--- src/core/tief_pkg.sv ---
`default_nettype none
package tief_pkg;
   // Bus geometry
   localparam int ADDR_W = 8;
   localparam int DATA_W = 32;
   localparam int STRB_W = 4;

   // Register byte offsets
   localparam logic [ADDR_W-1:0] OFS_ENABLE_CLEAR = 8'h24;
   localparam logic [ADDR_W-1:0] OFS_ENABLE_SET   = 8'h28;
   localparam logic [ADDR_W-1:0] OFS_FLAG         = 8'h2c;
   localparam logic [1:0]        ADDR_LSB_ZERO    = 2'h0;

   // Field positions, shared by enable and flag layouts
   localparam int BIT_OVERFLOW       = 0;
   localparam int BIT_RETRIGGER      = 1;
   localparam int BIT_COUNTER_EVENT  = 2;
   localparam int BIT_CAPTURE_ERROR  = 3;
   localparam int BIT_DEBUG_FAULT    = 11;
   localparam int BIT_RECOV_FAULT_A  = 12;
   localparam int BIT_RECOV_FAULT_B  = 13;
   localparam int BIT_NONREC_FAULT_0 = 14;
   localparam int BIT_NONREC_FAULT_1 = 15;
   localparam int MATCH_CAPTURE_LSB  = 16;
   localparam int MATCH_CAPTURE_N    = 4;

   // Implemented bits; 31:20 and 10:4 stay zero
   localparam logic [DATA_W-1:0] IMPL_MASK = 32'h000f_f80f;
   localparam logic [DATA_W-1:0] RESET_VAL = 32'h0000_0000;
   localparam logic [DATA_W-1:0] ZERO_WORD = 32'h0000_0000;

   // AXI responses
   localparam logic [1:0] RESP_OKAY   = 2'h0;
   localparam logic [1:0] RESP_SLVERR = 2'h2;

   typedef struct packed {
      logic              aw_held;
      logic [ADDR_W-1:0] aw_addr;
      logic              w_held;
      logic [DATA_W-1:0] w_data;
      logic [STRB_W-1:0] w_strb;
      logic              b_valid;
      logic [1:0]        b_resp;
      logic              r_valid;
      logic [DATA_W-1:0] r_data;
      logic [1:0]        r_resp;
   } tief_axi_state_t;

   typedef struct packed {
      logic [DATA_W-1:0] enable;
   } tief_enable_state_t;

   typedef struct packed {
      logic [DATA_W-1:0] flag;
   } tief_flag_state_t;

   // Word-aligned address compare
   function automatic logic addr_is(input logic [ADDR_W-1:0] addr, input logic [ADDR_W-1:0] ofs);
      addr_is = ({addr[ADDR_W-1:2], ADDR_LSB_ZERO} == ofs);
   endfunction

   // Expand byte strobes to a bit mask
   function automatic logic [DATA_W-1:0] strb_mask(input logic [STRB_W-1:0] strb);
      logic [DATA_W-1:0] m;
      m = ZERO_WORD;
      for (int i = 0; i < STRB_W; i++) begin
         m[i*8 +: 8] = {8{strb[i]}};
      end
      strb_mask = m;
   endfunction
endpackage
`default_nettype wire

--- src/core/tief_reg_if.sv ---
`default_nettype none
interface tief_reg_if;
   logic                      enable_clear_wr;
   logic                      enable_set_wr;
   logic                      flag_clear_wr;
   logic [tief_pkg::DATA_W-1:0] wr_bits;
   logic [tief_pkg::DATA_W-1:0] enable_q;
   logic [tief_pkg::DATA_W-1:0] flag_q;

   modport bus   (output enable_clear_wr, enable_set_wr, flag_clear_wr, wr_bits, input enable_q, flag_q);
   modport enable(input enable_clear_wr, enable_set_wr, wr_bits, output enable_q);
   modport flags (input flag_clear_wr, wr_bits, output flag_q);
endinterface
`default_nettype wire

--- src/core/tief_enable_bank.sv ---
`default_nettype none
module tief_enable_bank (
   input  wire logic core_clk,
   input  wire logic rst,
   tief_reg_if.enable regs
);
   tief_pkg::tief_enable_state_t state;
   tief_pkg::tief_enable_state_t next_state;

   // Shared enable state, set and clear by writing ones
   always_comb begin
      next_state = state;
      if (regs.enable_clear_wr) begin
         next_state.enable = state.enable & ~(regs.wr_bits & tief_pkg::IMPL_MASK);
      end
      if (regs.enable_set_wr) begin
         next_state.enable = state.enable | (regs.wr_bits & tief_pkg::IMPL_MASK);
      end
      if (rst) begin
         next_state.enable = tief_pkg::RESET_VAL;
      end
   end

   always_ff @(posedge core_clk) begin
      state <= next_state;
   end

   assign regs.enable_q = state.enable;

   a_enable_reserved_zero: assert property (@(posedge core_clk) disable iff (rst)
      (state.enable & ~tief_pkg::IMPL_MASK) == tief_pkg::ZERO_WORD)
      else $error("reserved enable bits set");
endmodule // tief_enable_bank
`default_nettype wire

--- src/core/tief_flag_bank.sv ---
`default_nettype none
module tief_flag_bank (
   input  wire logic       core_clk,
   input  wire logic       rst,
   tief_reg_if.flags       regs,
   input  wire logic [3:0] match_capture_event,
   input  wire logic [3:0] capture_event,
   input  wire logic [3:0] capture_mode,
   input  wire logic [3:0] channel_capture_value_read,
   input  wire logic       nonrecoverable_fault_1_irq,
   input  wire logic       nonrecoverable_fault_0_irq,
   input  wire logic       recoverable_fault_b_irq,
   input  wire logic       recoverable_fault_a_irq,
   input  wire logic       debug_fault_state_irq,
   input  wire logic       counter_event_irq,
   input  wire logic       retrigger_irq,
   input  wire logic       overflow_irq
);
   tief_pkg::tief_flag_state_t state;
   tief_pkg::tief_flag_state_t next_state;
   logic [tief_pkg::DATA_W-1:0] set_bits;
   logic [tief_pkg::DATA_W-1:0] clr_bits;

   // Sticky flags; a set in the clearing cycle wins
   always_comb begin
      set_bits = tief_pkg::ZERO_WORD;
      set_bits[tief_pkg::MATCH_CAPTURE_LSB +: tief_pkg::MATCH_CAPTURE_N] = match_capture_event | capture_event;
      set_bits[tief_pkg::BIT_NONREC_FAULT_1] = nonrecoverable_fault_1_irq;
      set_bits[tief_pkg::BIT_NONREC_FAULT_0] = nonrecoverable_fault_0_irq;
      set_bits[tief_pkg::BIT_RECOV_FAULT_B]  = recoverable_fault_b_irq;
      set_bits[tief_pkg::BIT_RECOV_FAULT_A]  = recoverable_fault_a_irq;
      set_bits[tief_pkg::BIT_DEBUG_FAULT]    = debug_fault_state_irq;
      set_bits[tief_pkg::BIT_CAPTURE_ERROR]  =
         |(capture_event & state.flag[tief_pkg::MATCH_CAPTURE_LSB +: tief_pkg::MATCH_CAPTURE_N]);
      set_bits[tief_pkg::BIT_COUNTER_EVENT]  = counter_event_irq;
      set_bits[tief_pkg::BIT_RETRIGGER]      = retrigger_irq;
      set_bits[tief_pkg::BIT_OVERFLOW]       = overflow_irq;
      clr_bits = regs.flag_clear_wr ? regs.wr_bits : tief_pkg::ZERO_WORD;
      clr_bits[tief_pkg::MATCH_CAPTURE_LSB +: tief_pkg::MATCH_CAPTURE_N] =
         clr_bits[tief_pkg::MATCH_CAPTURE_LSB +: tief_pkg::MATCH_CAPTURE_N]
         | (channel_capture_value_read & capture_mode);
      next_state = state;
      next_state.flag = ((state.flag & ~clr_bits) | set_bits) & tief_pkg::IMPL_MASK;
      if (rst) begin
         next_state.flag = tief_pkg::RESET_VAL;
      end
   end

   always_ff @(posedge core_clk) begin
      state <= next_state;
   end

   assign regs.flag_q = state.flag;

   a_flag_w1c_clear: assert property (@(posedge core_clk) disable iff (rst)
      (regs.flag_clear_wr && regs.wr_bits[tief_pkg::BIT_OVERFLOW] && !overflow_irq)
      |=> !state.flag[tief_pkg::BIT_OVERFLOW])
      else $error("overflow flag not cleared by write of one");
   a_flag_zero_keeps: assert property (@(posedge core_clk) disable iff (rst)
      (regs.flag_clear_wr && !regs.wr_bits[tief_pkg::BIT_RETRIGGER] && state.flag[tief_pkg::BIT_RETRIGGER])
      |=> state.flag[tief_pkg::BIT_RETRIGGER])
      else $error("retrigger flag lost on write of zero");
   a_capture_lost_error: assert property (@(posedge core_clk) disable iff (rst)
      (|(capture_event & state.flag[tief_pkg::MATCH_CAPTURE_LSB +: tief_pkg::MATCH_CAPTURE_N]))
      |=> state.flag[tief_pkg::BIT_CAPTURE_ERROR])
      else $error("error flag not set on lost capture");
   a_capture_read_clears: assert property (@(posedge core_clk) disable iff (rst)
      (channel_capture_value_read[0] && capture_mode[0] && !match_capture_event[0] && !capture_event[0])
      |=> !state.flag[tief_pkg::MATCH_CAPTURE_LSB])
      else $error("channel 0 flag not cleared by capture read");
   a_fault_bit_place: assert property (@(posedge core_clk) disable iff (rst)
      nonrecoverable_fault_1_irq && recoverable_fault_a_irq
      |=> state.flag[tief_pkg::BIT_NONREC_FAULT_1] && state.flag[tief_pkg::BIT_RECOV_FAULT_A])
      else $error("fault flags at wrong position");
   a_debug_bit_place: assert property (@(posedge core_clk) disable iff (rst)
      debug_fault_state_irq |=> state.flag[tief_pkg::BIT_DEBUG_FAULT])
      else $error("debug fault flag not at bit 11");
endmodule // tief_flag_bank
`default_nettype wire

--- src/core/tief_top.sv ---
`default_nettype none
// Operation
// - Writing one to an enable bit at the enable-clear offset clears that shared interrupt enable.
// - Writing one to an enable bit at the enable-set offset sets that shared enable, channel bits 19:16 included.
// - Writing zero to an enable bit at either enable offset leaves that enable unchanged.
// - Both enable registers read back the same shared enable state, one meaning enabled.
// - Non-recoverable fault 1 and 0 and recoverable fault B and A sit at bits 15, 14, 13 and 12.
// - The debug fault state enable sits at bit 11 and sets and clears like the others.
// - Capture-lost error, counter event, retrigger and overflow sit at bits 3, 2, 1 and 0.
// - Bits 31:20 and 10:4 of enables and flags read zero and ignore writes.
// - Flags and enables are all zero after reset.
// - Writing one to a flag bit clears it, writing zero keeps it.
// - A capture on a channel whose flag is still set raises the error flag.
// - In capture operation a channel flag clears when its capture value is read.
module tief_top (
   input  wire logic                          core_clk,
   input  wire logic                          rst,
   input  wire logic [tief_pkg::ADDR_W-1:0]   s_axi_awaddr,
   input  wire logic                          s_axi_awvalid,
   output logic                               s_axi_awready,
   input  wire logic [tief_pkg::DATA_W-1:0]   s_axi_wdata,
   input  wire logic [tief_pkg::STRB_W-1:0]   s_axi_wstrb,
   input  wire logic                          s_axi_wvalid,
   output logic                               s_axi_wready,
   output logic [1:0]                         s_axi_bresp,
   output logic                               s_axi_bvalid,
   input  wire logic                          s_axi_bready,
   input  wire logic [tief_pkg::ADDR_W-1:0]   s_axi_araddr,
   input  wire logic                          s_axi_arvalid,
   output logic                               s_axi_arready,
   output logic [tief_pkg::DATA_W-1:0]        s_axi_rdata,
   output logic [1:0]                         s_axi_rresp,
   output logic                               s_axi_rvalid,
   input  wire logic                          s_axi_rready,
   input  wire logic [3:0]                    match_capture_event,
   input  wire logic [3:0]                    capture_event,
   input  wire logic [3:0]                    capture_mode,
   input  wire logic [3:0]                    channel_capture_value_read,
   input  wire logic                          nonrecoverable_fault_1_irq,
   input  wire logic                          nonrecoverable_fault_0_irq,
   input  wire logic                          recoverable_fault_b_irq,
   input  wire logic                          recoverable_fault_a_irq,
   input  wire logic                          debug_fault_state_irq,
   input  wire logic                          counter_event_irq,
   input  wire logic                          retrigger_irq,
   input  wire logic                          overflow_irq,
   output logic                               irq
);
   tief_pkg::tief_axi_state_t state;
   tief_pkg::tief_axi_state_t next_state;
   tief_reg_if                regs ();
   logic                      aw_take;
   logic                      w_take;
   logic                      ar_take;
   logic                      do_write;
   logic                      wr_hit;
   logic                      rd_hit;
   logic [tief_pkg::DATA_W-1:0] rd_word;

   // Enable store shared by both enable offsets
   tief_enable_bank u_enable (
      .core_clk (core_clk),
      .rst      (rst),
      .regs     (regs)
   );

   // Sticky event flags
   tief_flag_bank u_flags (
      .core_clk                   (core_clk),
      .rst                        (rst),
      .regs                       (regs),
      .match_capture_event        (match_capture_event),
      .capture_event              (capture_event),
      .capture_mode               (capture_mode),
      .channel_capture_value_read (channel_capture_value_read),
      .nonrecoverable_fault_1_irq (nonrecoverable_fault_1_irq),
      .nonrecoverable_fault_0_irq (nonrecoverable_fault_0_irq),
      .recoverable_fault_b_irq    (recoverable_fault_b_irq),
      .recoverable_fault_a_irq    (recoverable_fault_a_irq),
      .debug_fault_state_irq      (debug_fault_state_irq),
      .counter_event_irq          (counter_event_irq),
      .retrigger_irq              (retrigger_irq),
      .overflow_irq               (overflow_irq)
   );

   // Channel readiness; no new write until the response is taken
   assign s_axi_awready = !state.aw_held && !state.b_valid;
   assign s_axi_wready  = !state.w_held && !state.b_valid;
   assign s_axi_arready = !state.r_valid;
   assign aw_take       = s_axi_awvalid && s_axi_awready;
   assign w_take        = s_axi_wvalid && s_axi_wready;
   assign ar_take       = s_axi_arvalid && s_axi_arready;
   assign do_write      = state.aw_held && state.w_held && !state.b_valid;

   // Write decode into one-cycle strobes
   assign wr_hit = tief_pkg::addr_is(state.aw_addr, tief_pkg::OFS_ENABLE_CLEAR)
                || tief_pkg::addr_is(state.aw_addr, tief_pkg::OFS_ENABLE_SET)
                || tief_pkg::addr_is(state.aw_addr, tief_pkg::OFS_FLAG);
   assign regs.enable_clear_wr = do_write && tief_pkg::addr_is(state.aw_addr, tief_pkg::OFS_ENABLE_CLEAR);
   assign regs.enable_set_wr   = do_write && tief_pkg::addr_is(state.aw_addr, tief_pkg::OFS_ENABLE_SET);
   assign regs.flag_clear_wr   = do_write && tief_pkg::addr_is(state.aw_addr, tief_pkg::OFS_FLAG);
   assign regs.wr_bits         = state.w_data & tief_pkg::strb_mask(state.w_strb);

   // Read decode; both enable offsets show the same state
   always_comb begin
      rd_word = tief_pkg::ZERO_WORD;
      rd_hit  = 1'b1;
      if (tief_pkg::addr_is(s_axi_araddr, tief_pkg::OFS_ENABLE_CLEAR)) begin
         rd_word = regs.enable_q & tief_pkg::IMPL_MASK;
      end else if (tief_pkg::addr_is(s_axi_araddr, tief_pkg::OFS_ENABLE_SET)) begin
         rd_word = regs.enable_q & tief_pkg::IMPL_MASK;
      end else if (tief_pkg::addr_is(s_axi_araddr, tief_pkg::OFS_FLAG)) begin
         rd_word = regs.flag_q & tief_pkg::IMPL_MASK;
      end else begin
         rd_hit = 1'b0;
      end
   end

   // Bus slave state update
   always_comb begin
      next_state = state;
      if (aw_take) begin
         next_state.aw_held = 1'b1;
         next_state.aw_addr = s_axi_awaddr;
      end
      if (w_take) begin
         next_state.w_held = 1'b1;
         next_state.w_data = s_axi_wdata;
         next_state.w_strb = s_axi_wstrb;
      end
      if (do_write) begin
         next_state.aw_held = 1'b0;
         next_state.w_held  = 1'b0;
         next_state.b_valid = 1'b1;
         next_state.b_resp  = wr_hit ? tief_pkg::RESP_OKAY : tief_pkg::RESP_SLVERR;
      end
      if (state.b_valid && s_axi_bready) begin
         next_state.b_valid = 1'b0;
      end
      if (state.r_valid && s_axi_rready) begin
         next_state.r_valid = 1'b0;
      end
      if (ar_take) begin
         next_state.r_valid = 1'b1;
         next_state.r_data  = rd_word;
         next_state.r_resp  = rd_hit ? tief_pkg::RESP_OKAY : tief_pkg::RESP_SLVERR;
      end
      if (rst) begin
         next_state = '0;
      end
   end

   always_ff @(posedge core_clk) begin
      state <= next_state;
   end

   // Bus outputs from flops
   assign s_axi_bvalid = state.b_valid;
   assign s_axi_bresp  = state.b_resp;
   assign s_axi_rvalid = state.r_valid;
   assign s_axi_rdata  = state.r_data;
   assign s_axi_rresp  = state.r_resp;

   // Level interrupt from enabled flags
   assign irq = |(regs.flag_q & regs.enable_q);

   a_enclr_clears_bits: assert property (@(posedge core_clk) disable iff (rst)
      regs.enable_clear_wr && !regs.enable_set_wr
      |=> (regs.enable_q & $past(regs.wr_bits)) == tief_pkg::ZERO_WORD)
      else $error("enable not cleared by write of one");
   a_enset_sets_bits: assert property (@(posedge core_clk) disable iff (rst)
      regs.enable_set_wr
      |=> (regs.enable_q & $past(regs.wr_bits) & tief_pkg::IMPL_MASK)
          == ($past(regs.wr_bits) & tief_pkg::IMPL_MASK))
      else $error("enable not set by write of one");
   a_enset_channel_bits: assert property (@(posedge core_clk) disable iff (rst)
      regs.enable_set_wr && regs.wr_bits[tief_pkg::MATCH_CAPTURE_LSB + 3]
      |=> regs.enable_q[tief_pkg::MATCH_CAPTURE_LSB + 3])
      else $error("channel 3 enable not set");
   a_zero_write_keeps: assert property (@(posedge core_clk) disable iff (rst)
      (regs.enable_set_wr || regs.enable_clear_wr)
      |=> (regs.enable_q & ~$past(regs.wr_bits)) == ($past(regs.enable_q) & ~$past(regs.wr_bits)))
      else $error("enable changed by write of zero");
   a_enable_idle_holds: assert property (@(posedge core_clk) disable iff (rst)
      !regs.enable_set_wr && !regs.enable_clear_wr |=> $stable(regs.enable_q))
      else $error("enable changed without a write");
   a_enable_same_read: assert property (@(posedge core_clk) disable iff (rst)
      ar_take && (tief_pkg::addr_is(s_axi_araddr, tief_pkg::OFS_ENABLE_CLEAR)
               || tief_pkg::addr_is(s_axi_araddr, tief_pkg::OFS_ENABLE_SET))
      |=> s_axi_rvalid && s_axi_rdata == $past(regs.enable_q))
      else $error("enable read differs from enable state");
   a_read_reserved_zero: assert property (@(posedge core_clk) disable iff (rst)
      s_axi_rvalid |-> (s_axi_rdata & ~tief_pkg::IMPL_MASK) == tief_pkg::ZERO_WORD)
      else $error("reserved bits read nonzero");
   a_reset_clears_all: assert property (@(posedge core_clk)
      $past(rst) |-> regs.enable_q == tief_pkg::RESET_VAL && regs.flag_q == tief_pkg::RESET_VAL
                     && !s_axi_bvalid && !s_axi_rvalid && !irq)
      else $error("state not zero after reset");
   a_irq_on_enable: assert property (@(posedge core_clk) disable iff (rst)
      regs.enable_set_wr && |(regs.wr_bits & regs.flag_q & tief_pkg::IMPL_MASK) && !regs.flag_clear_wr
      && channel_capture_value_read == 4'h0 |=> irq)
      else $error("irq missing for enabled flag");
   a_irq_needs_enable: assert property (@(posedge core_clk) disable iff (rst)
      regs.enable_q == tief_pkg::ZERO_WORD |-> !irq)
      else $error("irq with all sources disabled");
   a_write_answer_time: assert property (@(posedge core_clk) disable iff (rst)
      do_write |=> s_axi_bvalid ##0 $past(wr_hit) == (s_axi_bresp == tief_pkg::RESP_OKAY))
      else $error("write response late or wrong");
endmodule // tief_top
`default_nettype wire

--- config.mk ---
export PLATFORM = sky130hd
export DESIGN_NAME = tief_top
export DESIGN_NICKNAME = d
export VERILOG_FILES = /design/src/core/tief_pkg.sv /design/src/core/tief_reg_if.sv /design/src/core/tief_enable_bank.sv /design/src/core/tief_flag_bank.sv /design/src/core/tief_top.sv
export SDC_FILE = /design/constraint.sdc
export NUM_CORES = 1
export LEC_CHECK = 0
export BUFFER_PORTS_ARGS = -buffer_cell sky130_fd_sc_hd__buf_2
export CORE_MARGIN = 2
export CORE_UTILIZATION = 52
export DETAILED_ROUTE_END_ITERATION = 10
export PLACE_DENSITY = 0.81
export SLEW_MARGIN = 10
export SYNTH_ARGS = -nofsm -noshare
export SYNTH_HDL_FRONTEND = slang
export SYNTH_SLANG_ARGS = --single-unit
export TNS_END_PERCENT = 50
--- constraint.sdc ---
create_clock -name core_clk -period 4.8 [get_ports core_clk]
set_clock_uncertainty 0.05 [all_clocks]
set_input_delay 0.48 -clock core_clk [delete_from_list [all_inputs] [get_ports core_clk]]
set_output_delay 0.48 -clock core_clk [all_outputs]
set_load 0.02 [all_outputs]
==> results of run 1 <==
report_power, final:
part,leakage (nW),internal [mW],switching [mW]
sequential,0.551,0.589,0.0252
combinational,0.728,0.0607,0.110
clock,0.109,0.273,0.204
routing by layer:
metal  global-route usage [%]  up-vias
li1                         -     1405
met1                    29.74     1239
met2                    34.02       90
met3                    7.033        9
met4                    8.475        0
met5                        0        -
logic make-up (layout without fill, tap and decap cells):
family                 Yosys count  after routing  share of synthesized area (%)
AO/OA/AOI/OAI                   72             72                          16.65
AND/OR/NAND/NOR                162            162                          24.89
other                            1             21                         0.1199
XOR/XNOR                         2              2                         0.5603
buffers and inverters           68            106                          12.96
multiplexers                     6              6                          1.921
flip-flops                      67             67                          42.90
synth_stat cells, types with 2 or more instances:
cell type,instances
a22oi_1,5
nor4_1,14
nand3_1,27
clkbuf_1,20
a311oi_1,13
nand2_1,50
o22ai_1,7
a21oi_1,17
nor2_1,35
or4b_4,2
a211oi_1,18
o32ai_1,6
dfxtp_1,67
mux2i_1,6
nor3b_1,2
inv_1,8
buf_6,2
nor3_1,17
nand2b_1,8
buf_4,36
worst register-to-register path: stages (launching register included):
cell and delay [ns]:
dfxtp_1 0.38, nand3b_1 0.60, nor3_1 0.93, a211oi_1 0.17
layout by cell type (no fill, tap or decap), types with 2 or more instances in the layout:
cell      instances
nand3_1          27
o32ai_1           6
nor3b_1           2
a21oi_1          17
a311oi_1         13
inv_1             8
nor3_1           17
a22oi_1           5
or4b_4            2
o22ai_1           7
clkbuf_8         15
nand2b_1          8
buf_4             2
nand2_1          50
nor2_1           35
buf_2            79
a211oi_1         18
mux2i_1           6
dfxtp_1          67
conb_1           21
nor4_1           14
worst max path at each step:
stage / endpoint / startpoint / cells after the start / slack (ns)
global placement: u_flags.regs.flag_q[15] / s_axi_bvalid / 3 / 2.64
floorplan: flop / state[81] / 5 / 2.93
detailed placement: u_flags.regs.flag_q[11] / s_axi_bvalid / 3 / 2.58
CTS: u_flags.regs.flag_q[12] / s_axi_bvalid / 3 / 2.57
global route: u_flags.regs.flag_q[13] / s_axi_bvalid / 3 / 2.27
finish: u_flags.regs.flag_q[14] / s_axi_bvalid / 3 / 2.50
layout make-up:
type / instances / share of cell area (%)
Multi-Input combinational cell: 263 / 41.20
Sequential cell: 67 / 37.75
Timing Repair Buffer: 81 / 11.55
Clock buffer: 16 / 5.916
Tap cell: 75 / 2.641
Inverter: 9 / 0.9507
per-stage QoR:
step                      hold WS, ns  std cells
after floorplan                0.3864        398
after global placement         0.3931        495
after detailed placement       0.3982        495
after CTS                      0.2576        511
after global routing           0.2510        511
final                          0.2689        511
==> flow_metrics.env, run 1 <==
export IMPL_dieArea_sq_um=6650
export IMPL_cts_made_buffers=9
export IMPL_final_hold_violation_count=0
export IMPL_grt_pass1_wl_um=11280
export IMPL_p_per_area_nw_per_um2=355.2
export IMPL_synth_edf_count=0
export IMPL_io_pins=125
export IMPL_rsz0062_at_grt="false"
export IMPL_row_count=28
export IMPL_slowest_stage="nor3_1"
export IMPL_fill_cells=533
export IMPL_postCtsSetupRepairBufs=0
export IMPL_place_congestion=0.7776
export IMPL_min_to="s_axi_rvalid"
export IMPL_die_h_um=81.55
export IMPL_fmaxAchievable_ghz=0.4348
export IMPL_yosys_warnings=0
export IMPL_clk_pin_slew_ns=0.07
export IMPL_worst_r2r_endpoint="u_flags.regs.flag_q[14]"
export IMPL_seq_area_sq_um=1341
export IMPL_diodes=0
export IMPL_critPathBufInv=0
export IMPL_hold_path_class="input port to flop"
export IMPL_irDropWorstVdd_v=0.0001732
export IMPL_hp_start="s_axi_rready"
export IMPL_reg2reg_from="s_axi_bvalid"
export IMPL_crit_chain="nand3b_1 -> nor3_1 -> a211oi_1"
export IMPL_cp_end_kind="flop"
export IMPL_antenna_found_initial=0
export IMPL_final_util_pct=60.74
export IMPL_cts_tree="done"
export IMPL_synth_area_leaders="dfxtp_1, buf_4, nand2_1"
export IMPL_fin_crit_sh_pct=47.92
export IMPL_ys_flop_type="dfxtp_1"
export IMPL_synth_area_sq_um=3127
export IMPL_yosysSeqAreaShare_pct=42.90
export IMPL_clock_path_buffers=2
export IMPL_vias_per_cell=5.368
export IMPL_reg2regPathDepth=3
export IMPL_via_count=2743
export IMPL_layout_drive_gt1_share_pct=22.94
export IMPL_wl_um=7010
export IMPL_post_drt_wl_per_cell_um=13.72
export IMPL_critical_path_class="flop to flop"
export IMPL_grt_pass1_vias=2430
export IMPL_postRouteAntennaNets=0
export IMPL_fin_area_sq_um=3553
export IMPL_clk_latency_ns=0.34
export IMPL_yosysUniqueCellTypes=38
export IMPL_yosys_area_top_type_share_pct=42.90
export IMPL_placed_area_sq_um=3343
export IMPL_yosysTopAreaCell="dfxtp_1"
export IMPL_gr_usage_all_layers_pct=22.39
export IMPL_power_total_mw=1.262
export IMPL_fp_dieW_um=81.55
export IMPL_drt_iter0_markers=170
export IMPL_grt_overflow_total=0
export IMPL_required_ns=4.92
export IMPL_dp_worst_setup_slack_ns=2.585
export IMPL_met2_length_um=3208
export IMPL_cts_resized=0
export IMPL_top_layer="met4"
export IMPL_wl_met1_um=3192
export IMPL_synth_seq_cells=67
export IMPL_multiInputGateArea_sq_um=1464
export IMPL_grt_max_degree=69
export IMPL_p_leak_nw=1.389
export IMPL_r2r_setup_slack_ns=2.50
export IMPL_dpl_hpwl_um=4999
export IMPL_h_tree_depth=3
export IMPL_io_buffers=79
export IMPL_ctsHoldBuffers=0
export IMPL_maxSlewHeadroom_pct=21.24
export IMPL_nets=514
export IMPL_fin_ws_ns=2.500
export IMPL_async_reset_ff_share_pct=0
export IMPL_cts_root_buf="clkbuf_8"
export IMPL_setup_viol_count_final=0
export IMPL_worst_pin_slew_ns=1.181
export IMPL_maxCapViolations=0
export IMPL_cts_sinks=67
export IMPL_dr_pass1_iters=4
export IMPL_synth_cells=378
export IMPL_area_growth_pct=13.65
export IMPL_status="finished, final reports clean"
export IMPL_critPathLaunchType="flop"
export IMPL_min_path_cells=2
export IMPL_finalMaxSlewViolations=0
export IMPL_critPathMaxStageDelay_ns=0.93
export IMPL_initial_utilization_pct=53.44
export IMPL_dr_wl_met3_um=485
export IMPL_core_area_sq_um=5851
export IMPL_drc_errors=0
export IMPL_avgSynthCellArea_sq_um=8.272
export IMPL_cp_top_family="simple AND/OR/NAND/NOR gates"
export IMPL_min_period_ns=2.300
export IMPL_arrival_ns=2.42
export IMPL_path_max_fanout=19
export IMPL_setup_tns_ns=0
Note: power is estimated with default switching activity, not from simulation.
==> run 2: changes to the inputs <==
Settings changed: CORE_UTILIZATION 52 to 44, PLACE_DENSITY 0.81 to 0.73.
Clock period 4.8 ns to 2.05 ns, I/O delays scaled along.
==> run 2 against run 1 <==
Compared with the run above: setup slack lost 2.3 ns; first-iteration DRC count shrank 12%; die area up 17%; cell area up 1.9%; core utilization shrank 7.7 points; fmax up 25%; register-to-register slack got worse by 2.3 ns.
==> flow_metrics.env, run 2 (same netlist as run 1, synthesis figures left out) <==
export IMPL_fp_dieW_um=88.30
export IMPL_die_h_um=88.30
export IMPL_dr_pass1_iters=4
export IMPL_fill_cells=691
export IMPL_reg2regPathDepth=3
export IMPL_drc_errors=0
export IMPL_io_buffers=79
export IMPL_required_ns=2.24
export IMPL_cts_made_buffers=9
export IMPL_cp_depth=3
export IMPL_path_max_fanout=13
export IMPL_min_period_ns=1.840
export IMPL_critPathMaxStageDelay_ns=0.64
export IMPL_fmaxAchievable_ghz=0.5435
export IMPL_diodes=0
export IMPL_critPathBufInv=0
export IMPL_arrival_ns=2.02
export IMPL_clock_path_buffers=2
export IMPL_rsz0062_at_grt="false"
export IMPL_irDropWorstVdd_v=0.0004011
export IMPL_critPathLaunchType="flop"
export IMPL_row_count=30
export IMPL_setup_tns_ns=0
export IMPL_reg2reg_from="state[81]"
export IMPL_place_congestion=0.7944
export IMPL_io_pins=125
export IMPL_maxCapViolations=0
export IMPL_h_tree_depth=3
export IMPL_power_total_mw=2.815
export IMPL_startpoint="state[81]"
export IMPL_p_leak_nw=1.417
export IMPL_p_per_area_nw_per_um2=777.1
export IMPL_initial_utilization_pct=45.77
export IMPL_grt_pass1_wl_um=11600
export IMPL_cts_root_buf="clkbuf_8"
export IMPL_path_common_cell="or4b_4"
export IMPL_vias_per_cell=5.144
export IMPL_gr_usage_all_layers_pct=19.11
export IMPL_r2r_setup_slack_ns=0.21
export IMPL_final_common_cell="buf_2"
export IMPL_power_frac_seq_pct=51.1
export IMPL_setup_viol_count_final=0
export IMPL_mostFrequentLayoutCells="buf_2, dfxtp_1, nand2_1, nor2_1, nand3_1"
export IMPL_cp_top_family="simple AND/OR/NAND/NOR gates"
export IMPL_grt_max_degree=39
export IMPL_cp_end_kind="flop"
export IMPL_fin_cells=541
export IMPL_clk_pin_slew_ns=0.07
export IMPL_slowest_stage="or4b_4"
export IMPL_dieArea_sq_um=7797
export IMPL_crit_chain="or4b_4 -> or4b_4 -> o32ai_1"
export IMPL_status="finished, final reports clean"
export IMPL_worst_pin_slew_ns=1.126
export IMPL_switching_share_pct=28.11
export IMPL_post_drt_wl_per_cell_um=13.25
export IMPL_drt_iter0_markers=150
export IMPL_switching_power_mw=0.7912
export IMPL_antenna_found_initial=0
export IMPL_core_area_sq_um=6832
export IMPL_finalMaxSlewViolations=0
export IMPL_p_int_mw=2.024
export IMPL_dpl_hpwl_um=5171
export IMPL_via_count=2783
export IMPL_grt_pass1_vias=2534
export IMPL_wl_um=7169
export IMPL_cts_sinks=67
export IMPL_final_hold_violation_count=0
export IMPL_hold_path_class="input port to flop"
export IMPL_fin_crit_sh_pct=89.75
export IMPL_layout_drive_gt1_share_pct=24.27
export IMPL_critical_path_class="flop to flop"
export IMPL_dp_cells=526
export IMPL_nets=525
export IMPL_power_frac_comb_pct=14.8
export IMPL_clkPwrFrac_pct=34.1
export IMPL_postRouteAntennaNets=0
export IMPL_clk_latency_ns=0.34
export IMPL_grt_overflow_total=0
export IMPL_cts_tree="done"
export IMPL_maxSlewHeadroom_pct=24.39
export IMPL_area_growth_pct=15.85
[run 2: per-stage QoR]
stage | hold WS, ns | area, sq um | utilization, % | setup WS, ns
after floorplan | 0.2540 | 3202 | - | 0.1759
after global placement | 0.3450 | 3445 | 50.42 | 0.2863
after detailed placement | 0.3439 | 3445 | 50.42 | 0.2280
after CTS | 0.03331 | 3622 | 53.02 | 0.2129
after global routing | 0.02486 | 3622 | 53.02 | 0.1174
final | 0.04821 | 3622 | 53.02 | 0.2102
[run 2: what timing repair did]
action | in CTS | in global routing
resized for setup | 0 | 0
hold buffers | 1 | 0
buffers inserted | 0 | 0
hold endpoints to repair | 1 | 0
[run 2: final cells by class]
type | instances | area (sq um) | area share [%]
Timing Repair Buffer | 92 | 495.5 | 13.68
Clock buffer | 12 | 155.1 | 4.283
Sequential cell | 67 | 1341 | 37.03
Multi-Input combinational cell | 263 | 1464 | 40.41
Clock inverter | 2 | 12.51 | 0.3454
Inverter | 9 | 33.78 | 0.9326
Tap cell | 96 | 120.1 | 3.316
[run 2: power by group through the flow]
stage | sequential (mW) | clock, mW | combinational [mW]
after floorplan | 1.45 | 0 | 0.330
after global placement | 1.46 | 0 | 0.406
after detailed placement | 1.47 | 0 | 0.414
after CTS | 1.44 | 0.985 | 0.417
after global routing | 1.45 | 1.03 | 0.466
final | 1.44 | 0.960 | 0.416
[run 2: metal layers]
| layer | track usage (%) | wire (um) | part of all wire (%) | vias up |
|---|---|---|---|---|
| li1 | - | - | - | 1430 |
| met1 | 25.23 | 3344 | 47 | 1248 |
| met2 | 29.46 | 3246 | 45 | 95 |
| met3 | 6.903 | 456 | 6.4 | 10 |
| met4 | 5.785 | 122 | 1.7 | 0 |
| met5 | 0 | 0 | 0 | - |
[run 2: worst min path at each step]
stage	to	depth (start not counted)	slack, ns	start
6_report	state[79]	3	0.05	s_axi_awaddr[4]
5_1_grt	state[39]	3	0.02	s_axi_wstrb[1]
4_1_cts	state[39]	3	0.03	s_axi_wstrb[1]
3_5_place_dp	s_axi_rvalid	2	0.34	s_axi_rready
3_3_place_gp	s_axi_rvalid	2	0.35	s_axi_rready
2_1_floorplan	s_axi_rvalid	1	0.25	s_axi_rready
[run 2: worst register-to-register path: stages (launching register included)]
cell     delay, ns
dfxtp_1       0.31
or4b_4        0.54
or4b_4        0.64
o32ai_1       0.19
